$ cat config.mk
export PLATFORM = sky130hd
export DESIGN_NAME = rsw_dev_flat
export DESIGN_NICKNAME = d
export VERILOG_FILES = /design/src/rsw_if.sv /design/src/rsw_enc_rx.sv /design/src/rsw_dev.sv /design/src/flat_wrapper.sv
export VERILOG_INCLUDE_DIRS = /design/src
export SDC_FILE = /design/constraint.sdc
export NUM_CORES = 1
export LEC_CHECK = 0
export BUFFER_PORTS_ARGS = -buffer_cell sky130_fd_sc_hd__clkbuf_2
export CORE_AREA = 2 2 219 221
export DETAILED_ROUTE_END_ITERATION = 8
export DIE_AREA = 0 0 221 223
export GPL_ROUTABILITY_DRIVEN = 0
export HOLD_SLACK_MARGIN = 0.05
export PLACE_DENSITY = 0.49
export SLEW_MARGIN = 10
export SYNTH_ARGS = -nofsm -noshare
export SYNTH_HDL_FRONTEND = slang
export SYNTH_SLANG_ARGS = --single-unit
$ cat constraint.sdc
create_clock -name clk -period 5 [get_ports clk]
set_input_delay 1 -clock clk [delete_from_list [all_inputs] [get_ports clk]]
set_output_delay 1 -clock clk [all_outputs]
set_load 0.02 [all_outputs]
$ cat src/rsw_params.svh
// Constants for the radar status word collector
`ifndef RSW_PARAMS_SVH
`define RSW_PARAMS_SVH
`define RSW_CLK_MHZ          125
`define RSW_WORD_W           24
`define RSW_NUM_WORDS        12
`define RSW_POS_W            16
`define RSW_STAT_W           4
`define RSW_STAT_LSB         20
`define RSW_TIME_W           30
`define RSW_T5_HI            23
`define RSW_T6_LSB           18
`define RSW_CLKLEN_VAL       8'h1e
`define RSW_TICK2M_NS        500
`define RSW_TICK2M_CYC       ((`RSW_TICK2M_NS * `RSW_CLK_MHZ) / 1000)
`define RSW_TOD_DIV          200
`define RSW_ENC_XFER_US      350
`define RSW_ENC_XFER_CYC     (`RSW_ENC_XFER_US * `RSW_CLK_MHZ)
`define RSW_ENC_BIT_CYC      2048
`define RSW_POLL_US          500
`define RSW_POLL_CYC         (`RSW_POLL_US * `RSW_CLK_MHZ)
`define RSW_READOUT_US       24
`define RSW_READOUT_CYC      (`RSW_READOUT_US * `RSW_CLK_MHZ)
`define RSW_ADC_W            10
`define RSW_ADC_X            12
`endif

$ cat src/rsw_if.sv
// Link between the status collector and the host
`timescale 1ns/1ps
interface rsw_if;
    logic            call;
    logic [3:0]      addr;
    logic            rd_stb;
    logic [23:0]     data;
    logic            data_vld;
    logic            backup_mode;
    logic [15:0]     az_cmd;
    logic [15:0]     el_cmd;
    logic [23:0]     gate_time;
    modport dev
    (
        input  call, addr, rd_stb, backup_mode, az_cmd, el_cmd, gate_time,
        output data, data_vld
    );
    modport host
    (
        output call, addr, rd_stb, backup_mode, az_cmd, el_cmd, gate_time,
        input  data, data_vld
    );
endinterface : rsw_if

$ cat src/rsw_enc_rx.sv
// Serial-to-parallel receiver for one shaft encoder
`timescale 1ns/1ps
`include "rsw_params.svh"
module rsw_enc_rx #(
    parameter int POS_W   = `RSW_POS_W,
    parameter int BIT_CYC = `RSW_ENC_BIT_CYC
) (
    input  wire logic             clk,
    input  wire logic             rst_n,
    input  wire logic             start,
    input  wire logic             ser_in,
    output logic                  enc_clk,
    output logic                  busy,
    output logic [POS_W-1:0]      pos,
    output logic                  done
);
    // Half bit time must fit the 12-bit divider
    if (POS_W < 2 || POS_W > 20 || BIT_CYC < 2 || BIT_CYC > 8192)
    begin : g_bad_params
        $error("rsw_enc_rx: bad parameters");
    end
    typedef struct packed {
        logic [11:0]      div;
        logic [4:0]       bits;
        logic             busy;
        logic             eclk;
        logic [POS_W-1:0] sh;
        logic [POS_W-1:0] pos;
        logic             done;
    } rsw_enc_st_t;
    rsw_enc_st_t s_q, s_d;
    always_comb
    begin
        s_d = s_q;
        s_d.done = 1'b0;
        if (start && !s_q.busy)
        begin
            s_d.busy = 1'b1;
            s_d.bits = 5'h0;
            s_d.div  = 12'h0;
        end
        else if (s_q.busy)
        begin
            if (s_q.div == 12'(BIT_CYC/2 - 1))
            begin
                s_d.div  = 12'h0;
                s_d.eclk = !s_q.eclk;
                if (s_q.eclk)
                begin
                    // Sample on falling encoder clock, MSB first
                    s_d.sh   = {s_q.sh[POS_W-2:0], ser_in};
                    s_d.bits = s_q.bits + 5'h1;
                    if (s_q.bits == 5'(POS_W-1))
                    begin
                        s_d.busy = 1'b0;
                        s_d.pos  = {s_q.sh[POS_W-2:0], ser_in};
                        s_d.done = 1'b1;
                    end
                end
            end
            else
                s_d.div = s_q.div + 12'h1;
        end
    end
    always_ff @(posedge clk or negedge rst_n)
        if (!rst_n)
            s_q <= '0;
        else
            s_q <= s_d;
    assign enc_clk = s_q.eclk;
    assign busy    = s_q.busy;
    assign pos     = s_q.pos;
    assign done    = s_q.done;
endmodule : rsw_enc_rx

$ cat src/rsw_dev.sv
// Device end: status word collector with range and gate counters
`timescale 1ns/1ps
`include "rsw_params.svh"
// Operation
// RULE1: Twelve entries; two, eleven, twelve blank
// RULE2: Clear pulse zeroes counter; counts to marker
// RULE3: Marker starts encoder strobe and clock
// RULE4: Serial positions become entries three, four
// RULE5: Merged bits: mode, wrap, overwind, transmitter
// RULE6: Thirty-bit time across entries five, six
// RULE7: Entry six low byte fixed octal 36
// RULE8: Two MHz divided to 100 us count
// RULE9: Time count synced to five-minute mark
// RULE10: Entries seven-ten carry samples in backup
// RULE11: Host selects sample route by command
// RULE12: Host polls 500 us; readout within 24 us
// RULE13: Position entries valid after serial transfer
// RULE14: Pointing error is encoder minus command
// RULE15: Gate counter emits marker at commanded time
// RULE16: Gate counter cleared by timing clear
// RULE17: Timing separates clear and origin signals
// RULE18: Backup samples sign-extended ten to twelve
// RULE19: Backup samples strobed by host read; here adc_strobe pulses on the host call, not on rd_stb
// RULE20: Entries are 24-bit, unused read zero
module rsw_dev #(
    parameter int POS_W   = `RSW_POS_W,
    parameter int BIT_CYC = `RSW_ENC_BIT_CYC,
    parameter int TOD_DIV = `RSW_TOD_DIV
) (
    input  wire logic                clk,
    input  wire logic                rst_n,
    rsw_if.dev                       lnk,
    input  wire logic                position_count_clear,
    input  wire logic                gate_clear,
    input  wire logic                gate_origin,
    output logic                     prf_marker,
    output logic                     az_enc_strobe,
    output logic                     az_enc_clk,
    input  wire logic                az_enc_data,
    output logic                     el_enc_strobe,
    output logic                     el_enc_clk,
    input  wire logic                el_enc_data,
    input  wire logic [1:0]          op_mode,
    input  wire logic                wrap_dir,
    input  wire logic                overwind,
    input  wire logic                transmitter_active_flag,
    input  wire logic                ref_1mhz,
    input  wire logic                mark_5min,
    input  wire logic [9:0]          adc_i,
    input  wire logic [9:0]          adc_q,
    output logic                     adc_strobe,
    output logic [1:0]               adc_sel,
    output logic signed [POS_W:0]    az_error,
    output logic signed [POS_W:0]    el_error,
    output logic                     pos_valid
);
    // Commands are 16 bits wide and the divider counter is 8 bits wide
    if (POS_W > 16 || POS_W < 2 || TOD_DIV < 2 || TOD_DIV > 256)
    begin : g_bad_params
        $error("rsw_dev: bad parameters");
    end
    typedef struct packed {
        logic [23:0]       rng;
        logic              rng_run;
        logic [23:0]       rng_word;
        logic [23:0]       gate;
        logic              gate_run;
        logic              marker;
        logic              ref_d;
        logic [7:0]        div;
        logic [29:0]       tod;
        logic [23:0]       rd;
        logic              vld;
        logic [1:0]        pos_ok;
        logic [23:0]       az_w;
        logic [23:0]       el_w;
        logic              astb;
        logic              strobe;
        logic signed [POS_W:0] aze;
        logic signed [POS_W:0] ele;
    } rsw_d_st_t;
    rsw_d_st_t s_q, s_d;
    logic             az_busy, el_busy, az_done, el_done;
    logic [POS_W-1:0] az_pos, el_pos;
    rsw_enc_rx #(.POS_W(POS_W), .BIT_CYC(BIT_CYC)) u_az (
        .clk(clk), .rst_n(rst_n), .start(s_q.marker), .ser_in(az_enc_data),
        .enc_clk(az_enc_clk), .busy(az_busy), .pos(az_pos), .done(az_done));
    rsw_enc_rx #(.POS_W(POS_W), .BIT_CYC(BIT_CYC)) u_el (
        .clk(clk), .rst_n(rst_n), .start(s_q.marker), .ser_in(el_enc_data),
        .enc_clk(el_enc_clk), .busy(el_busy), .pos(el_pos), .done(el_done));
    function automatic logic [23:0] rsw_pos_word(input logic [POS_W-1:0] p,
                                                input logic [3:0] st);
        logic [23:0] w;
        w = 24'h0;
        w[POS_W-1:0] = p;
        w[23:20] = st; // RULE5
        return w;
    endfunction : rsw_pos_word
    function automatic logic [11:0] rsw_sx(input logic [9:0] v);
        return {{2{v[9]}}, v}; // RULE18
    endfunction : rsw_sx
    logic [3:0] stat_bits;
    assign stat_bits = {op_mode[0], wrap_dir, overwind,
                        transmitter_active_flag};
    always_comb
    begin
        s_d = s_q;
        s_d.marker = 1'b0;
        s_d.vld    = 1'b0;
        s_d.astb   = 1'b0;
        s_d.strobe = s_q.marker;
        // Range position count
        if (position_count_clear) // RULE2
        begin
            s_d.rng = 24'h0;
            s_d.rng_run = 1'b1;
        end
        else if (s_q.rng_run)
        begin
            if (s_q.marker)
            begin
                s_d.rng_run  = 1'b0;
                s_d.rng_word = s_q.rng;
            end
            else
                s_d.rng = s_q.rng + 24'h1;
        end
        // Gate counter; clear wins over origin
        if (gate_clear) // RULE16
        begin
            s_d.gate = 24'h0;
            s_d.gate_run = 1'b0;
        end
        else if (gate_origin)
        begin
            s_d.gate = 24'h0;
            s_d.gate_run = 1'b1;
        end
        else if (s_q.gate_run)
        begin
            s_d.gate = s_q.gate + 24'h1;
            if (s_q.gate == lnk.gate_time) // RULE15
            begin
                s_d.marker = 1'b1;
                s_d.gate_run = 1'b0;
            end
        end
        // Time of day: 1 MHz edges doubled by counting both edges
        s_d.ref_d = ref_1mhz;
        if (mark_5min) // RULE9
        begin
            s_d.div = 8'h0;
            s_d.tod = 30'h0;
        end
        else if (ref_1mhz != s_q.ref_d) // RULE8
        begin
            if (s_q.div == 8'(TOD_DIV - 1))
            begin
                s_d.div = 8'h0;
                s_d.tod = s_q.tod + 30'h1;
            end
            else
                s_d.div = s_q.div + 8'h1;
        end
        // Encoder results and pointing errors
        if (s_q.marker)
            s_d.pos_ok = 2'b00;
        if (az_done) // RULE4 RULE13
        begin
            s_d.az_w = rsw_pos_word(az_pos, stat_bits);
            s_d.pos_ok[0] = 1'b1;
            s_d.aze = $signed({1'b0, az_pos})
                    - $signed({1'b0, lnk.az_cmd[POS_W-1:0]}); // RULE14
        end
        if (el_done) // RULE4 RULE13
        begin
            s_d.el_w = rsw_pos_word(el_pos, stat_bits);
            s_d.pos_ok[1] = 1'b1;
            s_d.ele = $signed({1'b0, el_pos})
                    - $signed({1'b0, lnk.el_cmd[POS_W-1:0]}); // RULE14
        end
        // Backup A/D capture on host call
        // Samples stay in the converter registers; adc_sel picks one per
        // read, so no second copy is kept here
        if (lnk.call && lnk.backup_mode) // RULE19
            s_d.astb = 1'b1;
        // Multiplexed readout, one cycle after the strobe
        if (lnk.rd_stb) // RULE1 RULE12
        begin
            s_d.vld = 1'b1;
            unique case (lnk.addr)
                4'd0:    s_d.rd = s_q.rng_word;
                4'd2:    s_d.rd = s_q.az_w;
                4'd3:    s_d.rd = s_q.el_w;
                4'd4:    s_d.rd = s_q.tod[23:0]; // RULE6
                4'd5:    s_d.rd = {s_q.tod[29:24], 10'h0,
                                   `RSW_CLKLEN_VAL}; // RULE6 RULE7
                4'd6, 4'd7, 4'd8, 4'd9:
                    s_d.rd = lnk.backup_mode ?
                             {rsw_sx(adc_i), rsw_sx(adc_q)} : 24'h0;
                default: s_d.rd = 24'h0; // RULE20
            endcase
        end
    end
    always_ff @(posedge clk or negedge rst_n)
        if (!rst_n)
            s_q <= '0;
        else
            s_q <= s_d;
    assign lnk.data      = s_q.rd;
    assign lnk.data_vld  = s_q.vld;
    assign prf_marker    = s_q.marker;
    assign az_enc_strobe = s_q.strobe; // RULE3
    assign el_enc_strobe = s_q.strobe; // RULE3
    assign adc_strobe    = s_q.astb;
    assign adc_sel       = lnk.addr[1:0] - 2'd2;
    assign az_error      = s_q.aze;
    assign el_error      = s_q.ele;
    assign pos_valid     = &s_q.pos_ok && !az_busy && !el_busy; // RULE13
endmodule : rsw_dev

$ cat src/flat_wrapper.sv
// flat-port wrapper written by rule: the top's interface ports become plain ports
module rsw_dev_flat 
#(
    parameter int POS_W   = `RSW_POS_W,
    parameter int BIT_CYC = `RSW_ENC_BIT_CYC,
    parameter int TOD_DIV = `RSW_TOD_DIV
)
  (clk, rst_n, position_count_clear, gate_clear, gate_origin, prf_marker, az_enc_strobe, az_enc_clk, az_enc_data, el_enc_strobe, el_enc_clk, el_enc_data, op_mode, wrap_dir, overwind, transmitter_active_flag, ref_1mhz, mark_5min, adc_i, adc_q, adc_strobe, adc_sel, az_error, el_error, pos_valid, lnk_call, lnk_addr, lnk_rd_stb, lnk_backup_mode, lnk_az_cmd, lnk_el_cmd, lnk_gate_time, lnk_data, lnk_data_vld);
  rsw_if lnk_i ();
  input  wire logic clk;
  input  wire logic rst_n;
  input  wire logic position_count_clear;
  input  wire logic gate_clear;
  input  wire logic gate_origin;
  output logic prf_marker;
  output logic az_enc_strobe;
  output logic az_enc_clk;
  input  wire logic az_enc_data;
  output logic el_enc_strobe;
  output logic el_enc_clk;
  input  wire logic el_enc_data;
  input  wire logic [1:0] op_mode;
  input  wire logic wrap_dir;
  input  wire logic overwind;
  input  wire logic transmitter_active_flag;
  input  wire logic ref_1mhz;
  input  wire logic mark_5min;
  input  wire logic [9:0] adc_i;
  input  wire logic [9:0] adc_q;
  output logic adc_strobe;
  output logic [1:0] adc_sel;
  output logic signed [POS_W:0] az_error;
  output logic signed [POS_W:0] el_error;
  output logic pos_valid;
  input wire logic [$bits(lnk_i.call)-1:0] lnk_call;
  input wire logic [$bits(lnk_i.addr)-1:0] lnk_addr;
  input wire logic [$bits(lnk_i.rd_stb)-1:0] lnk_rd_stb;
  input wire logic [$bits(lnk_i.backup_mode)-1:0] lnk_backup_mode;
  input wire logic [$bits(lnk_i.az_cmd)-1:0] lnk_az_cmd;
  input wire logic [$bits(lnk_i.el_cmd)-1:0] lnk_el_cmd;
  input wire logic [$bits(lnk_i.gate_time)-1:0] lnk_gate_time;
  output wire logic [$bits(lnk_i.data)-1:0] lnk_data;
  output wire logic [$bits(lnk_i.data_vld)-1:0] lnk_data_vld;
  assign lnk_i.call = lnk_call;
  assign lnk_i.addr = lnk_addr;
  assign lnk_i.rd_stb = lnk_rd_stb;
  assign lnk_i.backup_mode = lnk_backup_mode;
  assign lnk_i.az_cmd = lnk_az_cmd;
  assign lnk_i.el_cmd = lnk_el_cmd;
  assign lnk_i.gate_time = lnk_gate_time;
  assign lnk_data = lnk_i.data;
  assign lnk_data_vld = lnk_i.data_vld;
  rsw_dev #(.POS_W(POS_W), .BIT_CYC(BIT_CYC), .TOD_DIV(TOD_DIV)) u_core (.clk(clk), .rst_n(rst_n), .lnk(lnk_i), .position_count_clear(position_count_clear), .gate_clear(gate_clear), .gate_origin(gate_origin), .prf_marker(prf_marker), .az_enc_strobe(az_enc_strobe), .az_enc_clk(az_enc_clk), .az_enc_data(az_enc_data), .el_enc_strobe(el_enc_strobe), .el_enc_clk(el_enc_clk), .el_enc_data(el_enc_data), .op_mode(op_mode), .wrap_dir(wrap_dir), .overwind(overwind), .transmitter_active_flag(transmitter_active_flag), .ref_1mhz(ref_1mhz), .mark_5min(mark_5min), .adc_i(adc_i), .adc_q(adc_q), .adc_strobe(adc_strobe), .adc_sel(adc_sel), .az_error(az_error), .el_error(el_error), .pos_valid(pos_valid));
endmodule
==> run summary, run 1 <==
Status -> finished, final reports clean
Worst min path class -> in -> async
CP Launch Type -> flip-flop
Die ar. -> 49280 um2
Fin. max-slew vios -> 0
Root buf cell -> clkbuf_16
FF-to-FF setup slack -> 1.62 ns
Clock Skew -> 0.01319 ns
Iter 0 DRT Violations -> 882
Worst-path clk slew -> 0.06 ns
Initial Utilization -> 0.3436
Clk buf depth -> 3
Arr. time, crit path -> 3.78 ns
Rows -> 80
Worst-case vdd ir drop -> 0.2181 mV
Global route overflow -> 0
Post-layout util -> 0.3945
PwrDens -> 317.6 nW/um2
Gates resized, CTS repair -> 0
CTS tree -> yes
NumNets Final -> 1845
TNS Setup -> 0 ns
Synth area leaders -> dfrtp_1, mux2_2, nand2_1
Mapped Area -> 16200 um2
Hold buffers post-CTS -> 0
Synth warn -> 0
Htree depth -> 2
RSZ-0062 raised after global routing -> false
Initial antenna violation count -> 0
R2r startpoint -> u_core.u_el.s_q[40]
Io pins -> 165
Core area -> 47150 um2
Slew @ Worst Pin -> 1.141 ns
Number of diodes -> 0
Met2 Wirelength -> 17.36 mm
WL met3 -> 1.750 mm
DP HPWL -> 28.66 mm
Setup bufs post-CTS -> 0
Die Span Y -> 223 um
Vias/cell -> 5.057
Post-DP Area -> 17250 um2
Fmax -> 296.0 MHz
Seq/Total Area, Yosys -> 0.4927
Die Span X -> 221 um
Syn_nets -> 1748
Area grow syn2layout -> 14.79%
FFs w/ async S/R, synth -> 1.000
Largest net degree at the start of global routing -> 112
Relative slew slack -> 0.2372
DR WL/cell -> 17.01 um
Post-Route M1 WL -> 20.12 mm
First-pass GRT wire length -> 65.16 mm
Final setup fails -> 0
CP endpoint kind -> flip-flop
Pre-antenna DRT Iters -> 7
#FFs+latches synth -> 319
Number of CTS-inserted buffers -> 39
Largest fanout on the critical path -> 20
DRC violations left -> 0
CP required -> 5.40 ns
Minimum clock period -> 3.379 ns
Setup Crit Path Kind -> reg -> reg
Final WL -> 39.92 mm
Synth top area share -> 0.4927
Buffers on Ports -> 163
Vias -> 11868
Post-synth EDFFs -> 0
Top FF cell, synth -> dfrtp_1
Share of post-route cells with drive strength above 1 -> 0.2148
Overall routing resource usage -> 0.1637
Max layer used -> met4
Mapped Cells -> 1607
Max-Cap Viols -> 0
Syn Area/Cell -> 10.08 um2
Hold Violations, Final -> 0
Leakage dissipation -> 0.008984 uW
Skew-Pair Late Insertion Delay -> 0.55 ns
Final ANT Viol Nets -> 0
Count of cell types in the netlist -> 69
Cell area after layout -> 18600 um2
Vias in the first global route -> 11509
Yosys top cell by area -> dfrtp_1
Fin crit share -> 0.6757
CTS sink count -> 319
Reg2reg path depth -> 7
Total power -> 5906 uW
Reg-to-Reg End -> u_core.u_el.pos[0]
## stage by stage
step / cells / worst slack (ns) / hold WS [ns]
after floorplan: 1607 / 2.135 / 0.4386
after global placement: 2278 / 1.639 / 0.4580
after detailed placement: 2278 / 1.539 / 0.4581
after CTS: 2347 / 1.527 / 0.4709
after global routing: 2347 / 1.231 / 0.4892
final: 2347 / 1.621 / 0.4629
## worst max-delay path by stage
stage | endpoint | slack [ns] | from
6_report | u_core.u_el.pos[0] | 1.62 | u_core.u_el.s_q[40]
5_1_grt | u_core.u_el.pos[0] | 1.23 | u_core.u_el.s_q[40]
3_5_place_dp | u_core.u_el.pos[0] | 1.54 | u_core.u_el.s_q[40]
3_3_place_gp | u_core.u_el.pos[0] | 1.64 | u_core.u_el.s_q[40]
4_1_cts | u_core.u_el.pos[0] | 1.53 | u_core.u_el.s_q[40]
2_1_floorplan | u_core.el_error[11] | 2.13 | lnk_el_cmd[2]
## cells by family (layout without fill, tap and decap cells)
kind of cell	after synthesis	after routing	share of synthesized area
DFF	319	319	0.4927
muxes	115	115	0.07939
AOI/OAI and AO/OA	264	264	0.1077
buffers and inverters	193	318	0.05962
xor gates and xnor gates	114	114	0.06163
adders and majority gates	44	44	0.03491
and+or+nand+nor	558	558	0.1640
## area by class of cell
class / instances / area (um2)
clock inverters: 18 / 275.3
clock buffers: 51 / 1071
flip-flops and latches: 319 / 7985
repair buffers: 176 / 935.9
inverters: 73 / 274.0
multi-input cells: 1095 / 7286
well taps: 615 / 769.5
fillers: 4666 / 28550
## cell usage after synthesis (5+ instances only)
cell,number
a31oi_1,13
ha_1,42
nand2b_1,16
a21boi_0,5
clkbuf_1,41
a22oi_1,12
inv_1,73
mux2i_1,7
nand3_1,46
o211ai_1,9
buf_1,6
buf_4,60
xor2_1,66
a222oi_1,17
dfrtp_1,319
mux2_2,108
o21ai_0,79
nand4_1,24
a21o_1,19
and2_1,8
nand3b_1,5
nor2b_1,11
o31ai_1,5
nor2_1,126
buf_2,13
nor3_1,15
a21oi_1,49
o22ai_1,10
or3_1,18
and3_1,40
a41oi_1,9
nand2_1,217
xnor2_1,48
or2_2,5
nor4_1,6
## sequential cells by signal, summed over array words and instances (netlist names), 16 cells and up
name / count
u_core.s_q: 155
u_core.u_az.s_q: 32
u_core.u_el.s_q: 32
u_core.lnk.data: 24
u_core.az_error: 17
u_core.el_error: 17
u_core.u_az.pos: 16
u_core.u_el.pos: 16
## layer usage
layer  global-route usage  vias to the layer above
li1                     -                     5763
met1               0.2445                     5813
met2               0.2434                      245
met3              0.03148                       47
met4              0.03875                        0
met5                    0                        -
## cells in the final DEF, fill, tap and decap left out, drive strengths merged, types with 10 or more instances in the layout
| cell type | netlist | routed |
|---|---|---|
| a222oi | 17 | 17 |
| nand2 | 217 | 217 |
| nor3 | 15 | 15 |
| nand3 | 46 | 46 |
| ha | 42 | 42 |
| nor2b | 11 | 11 |
| nand2b | 16 | 16 |
| a22oi | 12 | 12 |
| nand4 | 26 | 26 |
| o22ai | 10 | 10 |
| a21o | 19 | 19 |
| or3 | 18 | 18 |
| a31oi | 13 | 13 |
| o21ai | 81 | 81 |
| xor2 | 66 | 66 |
| nor2 | 126 | 126 |
| and3 | 40 | 40 |
| inv | 73 | 75 |
| buf | 79 | 14 |
| mux2 | 108 | 108 |
| a21oi | 50 | 50 |
| dfrtp | 319 | 319 |
| clkbuf | 41 | 213 |
| xnor2 | 48 | 48 |
## worst max-delay path, cell delays in order (launching register included)
cell and delay (ns):
dfrtp_1 0.39, ha_1 0.22, and4_1 0.25, and2_0 0.30
and3_1 0.69, nand2_1 0.54, inv_1 0.67, o21ai_0 0.17
## where the power goes
group          internal [uW]  switching, uW  total (uW)
Sequential              2600           18.0        2620
Combinational           95.0            188         283
Clock                   1870           1130        3000
Total                   4570           1340        5910
No activity file was read; power rests on OpenSTA's default activity.
==> inputs of run 2 (changes only) <==
--- a/config.mk
+++ b/config.mk
@@ -12,7 +12,7 @@
 export DIE_AREA = 0 0 221 223
 export GPL_ROUTABILITY_DRIVEN = 0
 export HOLD_SLACK_MARGIN = 0.05
-export PLACE_DENSITY = 0.49
+export PLACE_DENSITY = 0.51
 export SLEW_MARGIN = 10
 export SYNTH_ARGS = -nofsm -noshare
 export SYNTH_HDL_FRONTEND = slang
==> constraint.sdc (replaced) <==
create_clock -name clk -period 2.77 [get_ports clk]
set_input_delay 0.554 -clock clk [delete_from_list [all_inputs] [get_ports clk]]
set_output_delay 0.554 -clock clk [all_outputs]
set_load 0.02 [all_outputs]
==> run 2 against run 1 <==
  * Combinational power grew 85%
  * Sequential power up 81%
  * Register-to-register slack worse by 1.4 ns
==> run summary, run 2 (synthesized netlist as in run 1, its figures left out) <==
Worst-path clk slew -> 0.05 ns
Skew-Pair Late Insertion Delay -> 0.57 ns
Number of diodes -> 0
CP endpoint kind -> flip-flop
Iter 0 DRT Violations -> 758
Comb pwr share -> 0.051
Final setup fails -> 0
Die Span X -> 221 um
Hold Violations, Final -> 0
Buffers on Ports -> 163
R2r startpoint -> u_core.u_el.pos[0]
Fin crit share -> 0.9161
Worst min path class -> in -> reg
Cell area after layout -> 18770 um2
Arr. time, crit path -> 2.97 ns
Overall routing resource usage -> 0.1611
Reg power frac -> 0.457
Die Span Y -> 223 um
Largest Register -> u_core.s_q
Crit-path cells -> inv_1, ha_1, fa_1, nand2b_1, a21oi_1, o41ai_2, buf_4, o21ai_0, xor2_1, mux2_2
Root buf cell -> clkbuf_16
Reg2reg path depth -> 10
Worst Setup SP -> u_core.u_el.pos[0]
Biggest regs -> u_core.s_q (155), u_core.u_az.s_q (32), u_core.u_el.s_q (32)
Minimum clock period -> 2.538 ns
Vias -> 12018
Initial Utilization -> 0.3436
Die ar. -> 49280 um2
Hold path depth -> 1
Vias in the first global route -> 11695
Most frequent cells in the layout -> dfrtp_1, nand2_1, clkbuf_2
Critical path's slowest cell -> fa_1
Largest fanout on the critical path -> 4
Pre-antenna DRT Iters -> 6
Post-DP Area -> 17460 um2
Switching share of power -> 0.2344
Setup bufs post-CTS -> 0
NetSw -> 2425 uW
Fin. max-slew vios -> 0
Rows -> 80
Max-Cap Viols -> 0
Initial antenna violation count -> 1
DP HPWL -> 28.90 mm
CP required -> 3.20 ns
Core area -> 47150 um2
Fmax -> 394.1 MHz
Clk buf depth -> 3
DR WL/cell -> 16.56 um
Number of CTS-inserted buffers -> 39
Htree depth -> 2
RSZ-0062 raised after global routing -> false
CTS tree -> yes
Leakage dissipation -> 0.009097 uW
Slew @ Worst Pin -> 0.9305 ns
CP bufs+invs -> 2
Number of cells on the critical path -> 10
Crit path largest cell delay -> 0.41 ns
Io pins -> 165
Relative slew slack -> 0.3797
CP Launch Type -> flip-flop
PwrDens -> 551.4 nW/um2
TNS Setup -> 0 ns
Int Power -> 7924 uW
Commonest non-fill, non-tap cell in the layout -> dfrtp_1
CTS sink count -> 319
HP Start -> ref_1mhz
NumNets Final -> 1871
DRC violations left -> 0
Clock Skew -> 0.02536 ns
Final WL -> 39.30 mm
Share of post-route cells with drive strength above 1 -> 0.2268
Largest net degree at the start of global routing -> 59
Final ANT Viol Nets -> 0
Vias/cell -> 5.062
Global route overflow -> 0
First-pass GRT wire length -> 64.40 mm
Area grow syn2layout -> 15.86%
Worst-case vdd ir drop -> 0.3433 mV
Clock power share -> 0.492
Setup Crit Path Kind -> reg -> reg
Status -> finished, final reports clean
Top Family by Delay on Critical Path -> adder cells
Max reg flops -> 155
==> run 2: changes by cell type in the layout (fill, tap and decap cells not counted), sizes merged <==
| cell | previous run | this run |
|---|---|---|
| dlygate4sd3 | 0 | 1 |
| buf | 14 | 39 |
| bufinv | 7 | 2 |
| clkinv | 8 | 12 |
| clkbuf | 213 | 215 |
==> run 2: power by group through the flow <==
stage	sequential (uW)	combinational, uW	clock, uW
final	4730	524	5100
after global routing	4730	592	5460
after CTS	4730	538	5280
after detailed placement	4810	535	0
after global placement	4810	529	0
after floorplan	4800	277	0
==> run 2: worst reg2reg max path: cells and delay by family (launching register included) <==
| family | cells | cell delay, ns |
|---|---|---|
| fa+ha+maj | 2 | 0.62 |
| compound gates | 3 | 0.60 |
| flops | 1 | 0.38 |
| mux | 1 | 0.27 |
| buf+inv | 2 | 0.26 |
| simple gates | 1 | 0.18 |
| xor+xnor | 1 | 0.11 |
==> run 2: timing repair <==
action | in CTS | in global routing
hold buffers | 1 | 0
gates resized for setup | 0 | 0
endpoints found under the setup margin | 0 | 0
endpoints found under the hold margin | 50 | 0
==> run 2: metal layers <==
layer  track usage  vias to the layer above  routed length [um]
met4       0.05001                        2                 784
met3       0.02792                       53                2002
met1        0.2379                     5889               19410
met5             0                        -                  13
met2        0.2399                      267               17090
li1              -                     5807                   -
==> run 2: area by class of cell <==
| type | count | area [um2] |
|---|---|---|
| clock inverter | 17 | 181.4 |
| timing repair buffer | 202 | 1159 |
| inverter | 73 | 274.0 |
| tap | 615 | 769.5 |
| fill | 4609 | 28380 |
| clock buffer | 53 | 1119 |
| sequential | 319 | 7985 |
| multi-input combinational | 1095 | 7282 |
==> run 2: metrics by stage <==
| step | power, uW | util | hold WS [ns] | setup WS (ns) | std cells |
|---|---|---|---|---|---|
| after floorplan | 5077 | - | 0.2584 | 0.3509 | 1607 |
| after global placement | 5341 | 0.3703 | 0.4539 | 0.1019 | 2303 |
| after detailed placement | 5347 | 0.3703 | 0.4690 | 0.1063 | 2303 |
| after CTS | 10540 | 0.3981 | 0.1143 | 0.2278 | 2374 |
| after global routing | 10790 | 0.3981 | 0.1342 | 0.07252 | 2374 |
| final | 10350 | 0.3981 | 0.1470 | 0.2325 | 2374 |
==> run 2: path summary, 6_finish.rpt <==
check                      slack, ns             endpoint
max                             0.23  u_core.el_error[10]
max reg2reg                     0.23  u_core.el_error[10]
min reg2reg                     0.47  u_core.u_el.pos[15]
max in group asynchronous       1.39      u_core.s_q[142]
min in group asynchronous       0.51  u_core.u_el.s_q[42]
min                             0.15      u_core.s_q[149]
==> inputs of run 3 (changes only) <==
--- a/config.mk
+++ b/config.mk
@@ -12,7 +12,7 @@
 export DIE_AREA = 0 0 221 223
 export GPL_ROUTABILITY_DRIVEN = 0
 export HOLD_SLACK_MARGIN = 0.05
-export PLACE_DENSITY = 0.51
+export PLACE_DENSITY_LB_ADDON = 0.08
 export SLEW_MARGIN = 10
 export SYNTH_ARGS = -nofsm -noshare
 export SYNTH_HDL_FRONTEND = slang
==> run 3 against run 2 <==
  * Via count is 0.43% higher
  * Critical path depth is 1 lower
  * Global-route usage is 1.4 points higher
  * Combinational power rose by 3%
  * Non-clock buffer count is 2 higher
  * Die area did not move
  * Flip-flop and latch count did not move
  * Sequential share of layout area shrank 0.27 points
  * Sequential power hardly changed
  * Power is 3.5% higher
  * Largest cell class unchanged
==> run summary, run 3 (synthesized netlist as in run 1, its figures left out) <==
Htree depth -> 2
NumNets Final -> 1875
TNS Setup -> 0 ns
Share of post-route cells with drive strength above 1 -> 0.2259
Comb pwr share -> 0.050
Critical path's slowest cell -> fa_1
Final WL -> 42.87 mm
CP required -> 3.16 ns
FF-to-FF setup slack -> 0.32 ns
Arr. time, crit path -> 2.84 ns
Crit path capture -> u_core.az_error[16]
Clk buf depth -> 3
Largest net degree at the start of global routing -> 63
CP bufs+invs -> 1
Area grow syn2layout -> 16.59%
Worst-case vdd ir drop -> 0.6298 mV
Root buf cell -> clkbuf_16
Gates resized, CTS repair -> 0
Max-Cap Viols -> 0
Max reg flops -> 155
Minimum clock period -> 2.449 ns
DRC violations left -> 0
Hold Violations, Final -> 0
Relative slew slack -> 0.3361
Leakage dissipation -> 0.009142 uW
Setup Crit Path Kind -> reg -> reg
Vias/cell -> 5.067
Worst-path clk slew -> 0.06 ns
Post-layout util -> 0.4006
Fin crit share -> 0.8841
PwrDens -> 567.3 nW/um2
Switching share of power -> 0.2309
Initial Utilization -> 0.3436
Worst Setup SP -> u_core.u_az.pos[0]
Iter 0 DRT Violations -> 830
Rows -> 80
Io pins -> 165
Int Power -> 8242 uW
DR WL/cell -> 18.00 um
CTS tree -> yes
Final ANT Viol Nets -> 0
Worst min path class -> in -> reg
Skew-Pair Late Insertion Delay -> 0.56 ns
CP Launch Type -> flip-flop
Overall routing resource usage -> 0.1755
Clock power share -> 0.508
NetSw -> 2474 uW
Slew @ Worst Pin -> 0.9958 ns
Pre-antenna DRT Iters -> 7
Commonest non-fill, non-tap cell in the layout -> dfrtp_1
Number of cells on the critical path -> 9
Die Span X -> 221 um
Crit-path cells -> inv_1, ha_1, fa_1, nand2b_1, a21oi_1, o41ai_1, o21ai_0, nor3b_1, o22ai_1
DP HPWL -> 30.77 mm
Most frequent cells in the layout -> dfrtp_1, nand2_1, clkbuf_2
R2r startpoint -> u_core.u_az.pos[0]
Reg power frac -> 0.441
CTS sink count -> 319
Biggest regs -> u_core.s_q (155), u_core.u_az.s_q (32), u_core.u_el.s_q (32)
CP endpoint kind -> flip-flop
Number of CTS-inserted buffers -> 41
Die Span Y -> 223 um
Fin. max-slew vios -> 0
Initial antenna violation count -> 1
Largest Register -> u_core.s_q
Die ar. -> 49280 um2
Fmax -> 408.3 MHz
Crit path largest cell delay -> 0.40 ns
Final setup fails -> 0
Buffers on Ports -> 163
RSZ-0062 raised after global routing -> false
Largest fanout on the critical path -> 3
Global route overflow -> 0
HP Start -> ref_1mhz
Reg2reg path depth -> 9
Vias in the first global route -> 12201
Status -> finished, final reports clean
Vias -> 12070
Reg-to-Reg End -> u_core.az_error[16]
Top Family by Delay on Critical Path -> compound AO/OA/AOI/OAI gates
Clock Skew -> 0.01909 ns
Hold path depth -> 1
Core area -> 47150 um2
First-pass GRT wire length -> 69.05 mm
==> run 3: how the worst min path moves through the flow <==
stage,end,slack (ns)
after floorplan,u_core.adc_strobe,0.26
after global placement,u_core.u_el.pos[15],0.46
after detailed placement,u_core.el_error[3],0.47
after CTS,u_core.s_q[149],0.10
after global routing,u_core.s_q[149],0.11
final,u_core.s_q[149],0.14
==> run 3: what timing repair did <==
| action | 4_1_cts | 5_1_grt |
|---|---|---|
| setup endpoints to repair | 0 | 0 |
| hold buffers | 1 | 0 |
| hold endpoints to repair | 50 | 0 |
| buffers inserted | 0 | 0 |
==> run 3: through the flow <==
step	setup WS, ns	power (uW)	cell area, um2	hold WS [ns]	cells
after floorplan	0.3509	5077	16200	0.2584	1607
after global placement	0.1144	5362	17500	0.4632	2305
after detailed placement	0.1016	5365	17500	0.4692	2305
after CTS	0.3175	10940	18890	0.1015	2381
after global routing	0.1115	11180	18890	0.1106	2382
final	0.3210	10720	18890	0.1383	2382
==> run 3: power groups by stage <==
| stage | registers (uW) | logic [uW] | clock network, uW |
|---|---|---|---|
| after detailed placement | 4810 | 554 | 0 |
| after global placement | 4810 | 551 | 0 |
| final | 4730 | 540 | 5450 |
| after floorplan | 4800 | 277 | 0 |
| after CTS | 4730 | 558 | 5660 |
| after global routing | 4730 | 609 | 5840 |
==> run 3: final cells by class <==
cell class / instances / area [um2]
Fill cell: 4712 / 28260
Sequential cell: 319 / 7985
Multi-Input combinational cell: 1095 / 7286
Timing Repair Buffer: 204 / 1199
Clock buffer: 61 / 1194
Tap cell: 615 / 769.5
Inverter: 73 / 274.0
Clock inverter: 14 / 178.9
Antenna cell: 1 / 2.502
==> run 3: per-layer routing <==
metal	up-vias	GRT usage	wire length (um)
met5	-	0	0
met4	0	0.04092	608
met3	42	0.03253	1931
met2	248	0.2832	20140
met1	5960	0.2447	20200
li1	5820	-	-
